$ cat config.mk
export PLATFORM = sky130hd
export DESIGN_NAME = bus_memory_region_steering
export DESIGN_NICKNAME = d
export VERILOG_FILES = /design/src/rtl/steer_pkg.sv /design/src/rtl/refresh_if.sv /design/src/rtl/refresh_pacer.sv /design/src/rtl/bus_memory_region_steering.sv
export SDC_FILE = /design/constraint.sdc
export NUM_CORES = 1
export LEC_CHECK = 0
export ABC_AREA = 1
export BUFFER_PORTS_ARGS = -buffer_cell sky130_fd_sc_hd__clkbuf_2
export CAP_MARGIN = 20
export CORE_ASPECT_RATIO = 0.7
export CORE_MARGIN = 1.5
export CORE_UTILIZATION = 25
export CTS_CLUSTER_SIZE = 16
export DETAILED_ROUTE_END_ITERATION = 12
export GPL_TIMING_DRIVEN = 0
export PLACE_DENSITY = 0.44
export SKIP_LAST_GASP = 1
export SLEW_MARGIN = 0
export SYNTH_ARGS = -nofsm -noshare
export SYNTH_HDL_FRONTEND = slang
export SYNTH_SLANG_ARGS = --single-unit
$ cat constraint.sdc
create_clock -name mclk -period 5.3 [get_ports mclk]
set_input_delay 1.06 -clock mclk [delete_from_list [all_inputs] [get_ports mclk]]
set_output_delay 1.06 -clock mclk [all_outputs]
set_load 0.05 [all_outputs]
$ cat src/rtl/steer_pkg.sv
package steer_pkg;
	// ----------------------------------------
	// Register map of the software port
	// ----------------------------------------
	localparam int REG_AW = 8;
	localparam logic [7:0] REG_CTRL = 8'h00;
	localparam logic [7:0] REG_STATUS = 8'h04;
	localparam logic [15:0] CTRL_RESET = 16'h0000;

	// ----------------------------------------
	// Control word fields
	// ----------------------------------------
	localparam int SEL_LSB = 0;
	localparam int SEL_W = 8;
	localparam int SIZE_LSB = 8;
	localparam int WDOG_DIS_BIT = 10;
	localparam int EXP_EN_BIT = 11;
	localparam int BMAP_LSB = 12;

	// ----------------------------------------
	// Status word fields
	// ----------------------------------------
	localparam int ST_EXP_EN = 0;
	localparam int ST_ATU = 1;
	localparam int ST_SLAVE = 2;
	localparam int ST_REF_PEND = 3;
	localparam int ST_ROW_LSB = 16;

	// ----------------------------------------
	// Physical address map
	// ----------------------------------------
	localparam int ADDR_W = 32;
	localparam int BUS_AW = 24;
	localparam logic [31:0] ROM_BASE = 32'h00FA_0000;
	localparam logic [31:0] BUS_IO_BASE = 32'h00FF_0000;
	localparam logic [31:0] LOCAL_TOP = 32'h0100_0000;
	localparam logic [31:0] SYS_WIN_BASE = 32'h0100_0000;
	localparam logic [31:0] EXP_WIN_BASE = 32'h0200_0000;
	localparam logic [31:0] WIN_END = 32'h0300_0000;
	localparam logic [31:0] SEL_REGION_END = 32'h0080_0000;
	localparam logic [31:0] RAM_256K = 32'h0004_0000;
	localparam logic [31:0] RAM_1M = 32'h0010_0000;
	localparam logic [31:0] RAM_4M = 32'h0040_0000;

	// ----------------------------------------
	// Memory cycle timing, in processor clocks
	// ----------------------------------------
	localparam int BASE_CYCLES = 3;
	localparam logic [1:0] WAIT_CPU = 2'h1;
	localparam logic [1:0] WAIT_ATU = 2'h2;
	localparam logic [1:0] WAIT_DMA = 2'h1;

	// ----------------------------------------
	// Refresh pacing
	// ----------------------------------------
	localparam int CLK_HZ = 100_000_000;
	localparam int REFRESH_HZ = 76_800;
	localparam int REFRESH_DIV = CLK_HZ / REFRESH_HZ;
	localparam int ROW_W = 10;
	localparam int PEND_W = 4;

	typedef enum logic [2:0] {
		ROUTE_RAM,
		ROUTE_ROM_IO,
		ROUTE_SYS_MEM,
		ROUTE_EXP_MEM,
		ROUTE_SYS_IO,
		ROUTE_FAULT
	} route_t;
endpackage

$ cat src/rtl/refresh_if.sv
`timescale 1ns/1ps
interface refresh_if #(parameter int RW = 10);
	logic pending;
	logic grant;
	logic [RW-1:0] row;

	modport pacer (output pending, output row, input grant);
	modport user (input pending, input row, output grant);
endinterface

$ cat src/rtl/refresh_pacer.sv
`timescale 1ns/1ps
module refresh_pacer
	import steer_pkg::*;
#(
	parameter int DIV = REFRESH_DIV,
	parameter int RW = ROW_W
) (
	// Clock and reset
	input wire logic mclk,
	input wire logic rst_n,
	// Refresh requests toward the arbiter
	refresh_if.pacer rif
);
	logic [15:0] div_cnt;
	logic tick;
	logic [PEND_W-1:0] owed;
	logic [RW-1:0] row;

	// ----------------------------------------
	// Refresh clock divider
	// ----------------------------------------
	assign tick = (div_cnt == 16'(DIV - 1));

	// One row falls due per refresh period
	always_ff @(posedge mclk or negedge rst_n) begin
		if (!rst_n) begin
			div_cnt <= 16'h0000;
		end else if (tick) begin
			div_cnt <= 16'h0000;
		end else begin
			div_cnt <= div_cnt + 16'h0001;
		end
	end

	// ----------------------------------------
	// Owed rows and row address
	// ----------------------------------------
	// Debt builds while the RAM is held and drains back to back after
	always_ff @(posedge mclk or negedge rst_n) begin
		if (!rst_n) begin
			owed <= '0;
		end else if (tick && !rif.grant && owed != '1) begin
			owed <= owed + 1'b1;
		end else if (!tick && rif.grant) begin
			owed <= owed - 1'b1;
		end
	end

	// Next row after each refresh cycle
	always_ff @(posedge mclk or negedge rst_n) begin
		if (!rst_n) begin
			row <= '0;
		end else if (rif.grant) begin
			row <= row + 1'b1;
		end
	end

	assign rif.pending = (owed != '0);
	assign rif.row = row;
endmodule

$ cat src/rtl/bus_memory_region_steering.sv
// Operation
// - RAM top up to ROM base goes off-card
// - Megabytes two to eight follow select bits
// - First-megabyte bit covers RAM top onward
// - Expansion accesses need enable bit set first
// - Expansion bus disabled means driving nothing
// - Master only on expansion bus
// - Fixed windows reach each whole bus
// - Bus I/O region makes I/O cycles
// - Slave map places RAM per board
// - Refresh continues during bus accesses
// - Refresh resumes at once after watchdog
// - Plain processor RAM read takes four cycles
// - With translation unit five cycles
// - Pseudo-DMA RAM read takes four cycles
// - Three base cycles plus waits
// - Refresh one row per refresh period
// - Control word write-only, reset to zero
// - RAM block from zero sized by bits
//
// Design decisions made here: the register addresses and the address-and-strobe port.
`timescale 1ns/1ps
module bus_memory_region_steering
	import steer_pkg::*;
#(
	parameter int REF_DIV = REFRESH_DIV,
	parameter int RW = ROW_W
) (
	// Clock and reset
	input wire logic mclk,
	input wire logic rst_n,
	// Register port
	input wire logic [REG_AW-1:0] reg_addr,
	input wire logic [31:0] reg_wdata,
	input wire logic reg_wr,
	input wire logic reg_rd,
	output logic [31:0] reg_rdata,
	// Processor access
	input wire logic acc_req,
	input wire logic [ADDR_W-1:0] acc_addr,
	input wire logic acc_write,
	input wire logic acc_dma,
	output logic transfer_acknowledge_response,
	output logic acc_fault,
	// Steering outputs
	output logic ram_sel,
	output logic rom_io_sel,
	output logic sys_mem_cyc,
	output logic sys_io_cyc,
	output logic exp_mem_cyc,
	output logic exp_drive_en,
	output logic [BUS_AW-1:0] bus_addr,
	output logic bus_write,
	// Pins from the buses and board straps
	input wire logic bus_ack_pin,
	input wire logic address_translation_unit,
	input wire logic slave_req_pin,
	input wire logic [BUS_AW-1:0] slave_addr,
	output logic slave_ram_hit,
	// Watchdog from the bus controller
	input wire logic watchdog_expire,
	// DRAM refresh
	output logic refresh_strobe,
	output logic [RW-1:0] refresh_row
);
	typedef enum logic [2:0] {
		ST_IDLE,
		ST_RAM_WAIT,
		ST_BUS_WAIT,
		ST_LOCAL_WAIT,
		ST_DONE
	} state_t;

	logic rst_s1;
	logic rst_sync_n;
	logic [2:0] pin_raw;
	logic [2:0] pin_s1;
	logic [2:0] pin_s2;
	logic [2:0] pin_s3;
	logic [2:0] pin_val;
	logic bus_ack;
	logic atu_fitted;
	logic slave_req;
	logic [15:0] ctrl;
	logic exp_en;
	logic [31:0] ram_top;
	state_t state;
	logic [1:0] wait_cnt;
	logic [1:0] next_wait;
	route_t route;
	logic slave_owns;
	logic dog_cut;
	logic ram_busy;
	logic take;
	logic fault_q;

	refresh_if #(.RW(RW)) rif ();

	// ----------------------------------------
	// Reset release
	// ----------------------------------------
	// Two-stage release of the asynchronous reset
	always_ff @(posedge mclk or negedge rst_n) begin
		if (!rst_n) begin
			rst_s1 <= 1'b0;
			rst_sync_n <= 1'b0;
		end else begin
			rst_s1 <= 1'b1;
			rst_sync_n <= rst_s1;
		end
	end

	// ----------------------------------------
	// Pin synchronisers
	// ----------------------------------------
	assign pin_raw = {slave_req_pin, address_translation_unit, bus_ack_pin};

	// Four flops per pin: three in the chain, and the value, which moves once the last two agree
	generate
		for (genvar i = 0; i < 3; i++) begin : g_sync
			always_ff @(posedge mclk or negedge rst_sync_n) begin
				if (!rst_sync_n) begin
					pin_s1[i] <= 1'b0;
					pin_s2[i] <= 1'b0;
					pin_s3[i] <= 1'b0;
					pin_val[i] <= 1'b0;
				end else begin
					pin_s1[i] <= pin_raw[i];
					pin_s2[i] <= pin_s1[i];
					pin_s3[i] <= pin_s2[i];
					if (pin_s2[i] == pin_s3[i]) begin
						pin_val[i] <= pin_s3[i];
					end
				end
			end
		end
	endgenerate

	assign bus_ack = pin_val[0];
	assign atu_fitted = pin_val[1];
	assign slave_req = pin_val[2];

	// ----------------------------------------
	// Control word
	// ----------------------------------------
	// Write-only word, cleared by reset
	always_ff @(posedge mclk or negedge rst_sync_n) begin
		if (!rst_sync_n) begin
			ctrl <= CTRL_RESET;
		end else if (reg_wr && reg_addr == REG_CTRL) begin
			ctrl <= reg_wdata[15:0];
		end
	end

	assign exp_en = ctrl[EXP_EN_BIT];
	// Detached from the expansion bus until enabled
	assign exp_drive_en = exp_en;

	// On-card RAM block from address zero
	always_comb begin
		case (ctrl[SIZE_LSB +: 2])
			2'h1: ram_top = RAM_256K;
			2'h2: ram_top = RAM_1M;
			2'h3: ram_top = RAM_4M;
			default: ram_top = 32'h0000_0000;
		endcase
	end

	// ----------------------------------------
	// Read port
	// ----------------------------------------
	// Status readback one cycle after the strobe; control reads as zero
	always_ff @(posedge mclk or negedge rst_sync_n) begin
		if (!rst_sync_n) begin
			reg_rdata <= 32'h0000_0000;
		end else if (reg_rd && reg_addr == REG_STATUS) begin
			reg_rdata <= 32'h0000_0000;
			reg_rdata[ST_EXP_EN] <= exp_en;
			reg_rdata[ST_ATU] <= atu_fitted;
			reg_rdata[ST_SLAVE] <= slave_owns;
			reg_rdata[ST_REF_PEND] <= rif.pending;
			reg_rdata[ST_ROW_LSB +: RW] <= rif.row;
		end else begin
			reg_rdata <= 32'h0000_0000;
		end
	end

	// ----------------------------------------
	// Address decode
	// ----------------------------------------
	always_comb begin
		if (acc_addr < ram_top) begin
			route = ROUTE_RAM;
		end else if (acc_addr < SEL_REGION_END) begin
			// Megabyte select bit picks the bus
			if (ctrl[SEL_LSB + 32'(acc_addr[22:20])]) begin
				route = exp_en ? ROUTE_EXP_MEM : ROUTE_FAULT;
			end else begin
				route = ROUTE_SYS_MEM;
			end
		end else if (acc_addr < ROM_BASE) begin
			route = ROUTE_SYS_MEM;
		end else if (acc_addr < BUS_IO_BASE) begin
			route = ROUTE_ROM_IO;
		end else if (acc_addr < LOCAL_TOP) begin
			route = ROUTE_SYS_IO;
		end else if (acc_addr < EXP_WIN_BASE) begin
			route = ROUTE_SYS_MEM;
		end else if (acc_addr < WIN_END) begin
			route = exp_en ? ROUTE_EXP_MEM : ROUTE_FAULT;
		end else begin
			route = ROUTE_FAULT;
		end
	end

	// Inserted waits by requester and translation unit
	always_comb begin
		if (acc_dma) begin
			next_wait = WAIT_DMA;
		end else if (atu_fitted) begin
			next_wait = WAIT_ATU;
		end else begin
			next_wait = WAIT_CPU;
		end
	end

	// ----------------------------------------
	// Slave access from the system bus
	// ----------------------------------------
	// Only system bus requests hit board RAM, in its window
	assign slave_ram_hit = slave_req && (slave_addr[23:20] == ctrl[BMAP_LSB +: 4])
		&& (32'(slave_addr[19:0]) < ram_top);

	// Watchdog cut ends a long hold on the RAM
	always_ff @(posedge mclk or negedge rst_sync_n) begin
		if (!rst_sync_n) begin
			dog_cut <= 1'b0;
		end else if (!slave_req) begin
			dog_cut <= 1'b0;
		end else if (watchdog_expire && !ctrl[WDOG_DIS_BIT]) begin
			dog_cut <= 1'b1;
		end
	end

	assign slave_owns = slave_ram_hit && !dog_cut;

	// ----------------------------------------
	// Refresh arbitration
	// ----------------------------------------
	// Only RAM cycles hold refresh off; bus cycles do not
	assign ram_busy = (state == ST_RAM_WAIT) || slave_owns;
	assign rif.grant = rif.pending && !ram_busy;

	// Registered refresh cycle and row
	always_ff @(posedge mclk or negedge rst_sync_n) begin
		if (!rst_sync_n) begin
			refresh_strobe <= 1'b0;
			refresh_row <= '0;
		end else begin
			refresh_strobe <= rif.grant;
			if (rif.grant) begin
				refresh_row <= rif.row;
			end
		end
	end

	refresh_pacer #(
		.DIV(REF_DIV),
		.RW(RW)
	) u_pacer (
		.mclk(mclk),
		.rst_n(rst_sync_n),
		.rif(rif)
	);

	// ----------------------------------------
	// Access sequencer
	// ----------------------------------------
	// RAM requests wait out refresh and slave ownership
	assign take = (state == ST_IDLE) && acc_req
		&& !(route == ROUTE_RAM && (rif.grant || slave_owns));

	always_ff @(posedge mclk or negedge rst_sync_n) begin
		if (!rst_sync_n) begin
			state <= ST_IDLE;
			wait_cnt <= 2'h0;
			fault_q <= 1'b0;
		end else begin
			case (state)
				ST_IDLE: begin
					if (take) begin
						fault_q <= (route == ROUTE_FAULT);
						case (route)
							ROUTE_RAM: begin
								// Three base cycles plus waits
								wait_cnt <= next_wait;
								state <= ST_RAM_WAIT;
							end
							ROUTE_ROM_IO: state <= ST_LOCAL_WAIT;
							ROUTE_FAULT: state <= ST_DONE;
							default: state <= ST_BUS_WAIT;
						endcase
					end
				end
				ST_RAM_WAIT: begin
					if (wait_cnt == 2'h0) begin
						state <= ST_DONE;
					end else begin
						wait_cnt <= wait_cnt - 2'h1;
					end
				end
				ST_BUS_WAIT: begin
					if (bus_ack) begin
						state <= ST_DONE;
					end
				end
				ST_LOCAL_WAIT: state <= ST_DONE;
				ST_DONE: begin
					fault_q <= 1'b0;
					state <= ST_IDLE;
				end
				default: state <= ST_IDLE;
			endcase
		end
	end

	assign transfer_acknowledge_response = (state == ST_DONE);
	assign acc_fault = (state == ST_DONE) && fault_q;

	// ----------------------------------------
	// Steering outputs
	// ----------------------------------------
	// Selects held for the whole access, cleared at the acknowledge; exp_mem_cyc also drops as soon as the enable bit clears
	always_ff @(posedge mclk or negedge rst_sync_n) begin
		if (!rst_sync_n) begin
			ram_sel <= 1'b0;
			rom_io_sel <= 1'b0;
			sys_mem_cyc <= 1'b0;
			sys_io_cyc <= 1'b0;
			exp_mem_cyc <= 1'b0;
			bus_addr <= '0;
			bus_write <= 1'b0;
		end else if (take) begin
			ram_sel <= (route == ROUTE_RAM);
			rom_io_sel <= (route == ROUTE_ROM_IO);
			sys_mem_cyc <= (route == ROUTE_SYS_MEM);
			sys_io_cyc <= (route == ROUTE_SYS_IO);
			exp_mem_cyc <= (route == ROUTE_EXP_MEM) && exp_en;
			bus_addr <= acc_addr[BUS_AW-1:0];
			bus_write <= acc_write;
		end else if (state == ST_DONE || !exp_en) begin
			if (state == ST_DONE) begin
				ram_sel <= 1'b0;
				rom_io_sel <= 1'b0;
				sys_mem_cyc <= 1'b0;
				sys_io_cyc <= 1'b0;
				bus_write <= 1'b0;
			end
			exp_mem_cyc <= 1'b0;
		end
	end
endmodule

==> flow_summary.toml <==
[cells_and_area]
diodes = 0
nNetsFinal = 933
synthToLayoutAreaGrowth_pct = 30.9
multi_input_area_um2 = 1990
drive_gt1_share_pct = 24.8
fillers = 2280
seq_area_um2 = 3060
post-route-cell-area_um2 = 7260

[worst_setup_path]
r2r_start = "u_pacer.div_cnt[1]"
arrival_ps = 1990
worstPathCellList = "clkbuf_2 > nand2_1 > o21ai_0 > nor4_1 > clkbuf_2"
reg2reg_to = "u_pacer.owed[3]"
rr_worst_depth = 15
end_kind = "primary output"
slowest_delay_ps = 350
critical_path.top_delay_family = "buffers and inverters"
crit_slowest_cell = "clkbuf_2"
critPathRequiredTime_ps = 4240
ff2ff_setup_slack_ps = 2680
path_common_cell = "clkbuf_2"
startpoint_type = "primary input"
cp_max_fo = 2
worstSetupPathType = "in -> out"
path_buf_inv = 2
cp.depth = 5

[clock_network]
clk_latency_ps = 420
cts-root-buf = "clkbuf_16"
clock_sink_count = 122
cts_tree = "yes"
hold_buffers = 0
cts_buffer_depth = 2
cts_setup_buffers = 0
htree_levels = 4
clk_pin_slew_ps = 60
cts_made_buffers = 17
post_cts_resized = 0

[logic_synthesis]
synth.distinct_cells = 33
synth_top_area_share_pct = 55.1
syn-cell-area_um2 = 5550
ys_ff_latch = 122
synth_cells = 649
yosysWarnings = 0
synth_area_leaders = "dfrtp_1 55%, nand2_1 12%, inv_1 6.1%"
yosysTopAreaCell = "dfrtp_1"
ys_seq_area_share_pct = 55.1
synth.avg_cell_area_um2 = 8.54

[run]
max-cap-violations = 0

[sta]
final-setup-viol-count = 0
rsz0062_at_grt = "no"
tightestPinTransition_ps = 816
min_period_ps = 3050
report.final.slew_viol_count = 0
hold_violations = 0
fmax_mhz = 327
holdWs_ps = 348
fin_worst_skew_ps = 9.71
relSlewSlack_pct = 45.6
fin_crit_sh_pct = 57.6

[floorplanning]
die_x_um = 181
start_util_pct = 25.5
core_um2 = 21700
num_rows = 45
dieArea_um2 = 23100
die_y_um = 128
ios = 184

[global_routing]
grt_pass1_wl_um = 22800
grt_pass1_vias = 4422
antenna_found_initial = 0
grt_max_degree = 64
grt_overflow_total = 0
grt_usage_pct = 12.7

[pwr]
pwr_density_cell_nw_per_um2 = 514
ir_worst_vdd_uv = 195
p_leak_nw = 3.93
finalPower_w = 0.00373

[hold_path]
min_from = "rst_s1"
hold_end = "rst_sync_n"
hold_path.class = "reg -> reg"
hold_depth = 0

[route]
ant_nets = 0
drt-initial-drc-count = 148
wl_um = 13600
via_count = 4420
firstDrtPassIters = 4
viasPerCell = 3.97
routedWlPerCell_um = 12.3
post-route-drc-count = 0

[place]
io_buffers = 131
gp_congestion = 0.733
placed_cell_area_um2 = 6650
dp_hpwl_um = 10200

[status]
status = "finished clean"
-- how the worst max path moves through the flow --
| stage | from | slack, ps | endpoint |
|---|---|---|---|
| after global placement | rst_sync_n | -150 | reg_rdata[20] |
| final | slave_addr[23] | 2250 | slave_ram_hit |
| after detailed placement | slave_addr[18] | 1920 | u_pacer.owed[3] |
| after global routing | slave_addr[23] | 2200 | u_pacer.owed[3] |
| after floorplan | slave_addr[23] | 1480 | slave_ram_hit |
| after CTS | slave_addr[18] | 2230 | slave_ram_hit |
-- cells in the mapped netlist --
cell	n
nand2_1	176
dfrtp_1	122
inv_1	90
nor2_1	70
o21ai_0	31
nand3_1	28
a21oi_1	24
buf_4	18
xor2_1	15
nand4_1	14
ha_1	8
nor3_1	7
clkbuf_1	5
buf_2	4
buf_6	4
nand2_2	4
nor4_1	4
o21ai_1	4
maj3_1	3
conb_1	2
inv_2	2
nand3_2	2
nor2_2	2
a31oi_1	1
and3_1	1
fa_1	1
mux2_2	1
nand3b_1	1
nor2_4	1
nor3_2	1
o211ai_1	1
o21ai_2	1
or2_2	1
-- cell usage in the layout, fill, tap and decap left out, drive strengths merged, types with 5 or more instances in the layout --
master,instances
nand2,180
a21oi,24
xor2,15
nand4,14
o21ai,36
clkinv,5
buf,27
nand3,30
nor2,73
dfrtp,122
inv,94
clkbuf,154
conb,19
ha,8
nor3,8
-- per-layer routing --
metal  part of all wire, %  vias up  track usage (%)
met4                   1.1        0             4.26
met5                     0        -                0
li1                      -     2327                -
met3                   6.0       10             4.16
met2                    39      101             17.4
met1                    54     1982             18.6
-- through the flow --
| stage | worst slack (ps) | utilization, % | cells | TNS [ps] |
|---|---|---|---|---|
| after floorplan | 1480 | - | 666 | 0 |
| after global placement | -155 | 30.4 | 1079 | -16880 |
| after detailed placement | 1920 | 30.6 | 1080 | 0 |
| after CTS | 2230 | 33.4 | 1112 | 0 |
| after global routing | 2200 | 33.4 | 1112 | 0 |
| final | 2250 | 33.4 | 1112 | 0 |
-- sequential cells by signal (all words and copies together) (netlist names), 2 cells and up --
name             count
state                3
wait_cnt             2
pin_s2               3
u_pacer.div_cnt     16
bus_addr            24
reg_rdata           14
u_pacer.owed         4
u_pacer.rif.row     10
pin_s1               3
pin_s3               3
ctrl                16
refresh_row         10
-- report_power, final --
part | internal (W) | switching [W]
clock | 0.000752 | 0.000447
sequential | 0.00115 | 0.000140
combinational | 0.000313 | 0.000933
-- cell type report --
type                       count  area share, %
buffer                        31           3.02
clock buffer                  18           6.05
clock inverter                14           2.34
inverter                      92           4.76
multi-input combinational    421           27.4
sequential                   122           42.1
tap                          282           4.86
timing repair buffer         132           9.41
-- kinds of logic (layout without fill, tap and decap cells) --
logic type | Yosys count | count (layout) | synth area share [%]
compound gates | 62 | 62 | 5.73
xor+xnor | 15 | 15 | 2.37
fa+ha+maj | 12 | 12 | 2.71
buf+inv | 123 | 287 | 10.2
flops | 122 | 122 | 55.1
mux | 1 | 1 | 0.203
other cells | 2 | 19 | 0.135
simple gates | 312 | 312 | 23.6
Note: power is estimated with default switching activity, not from simulation.
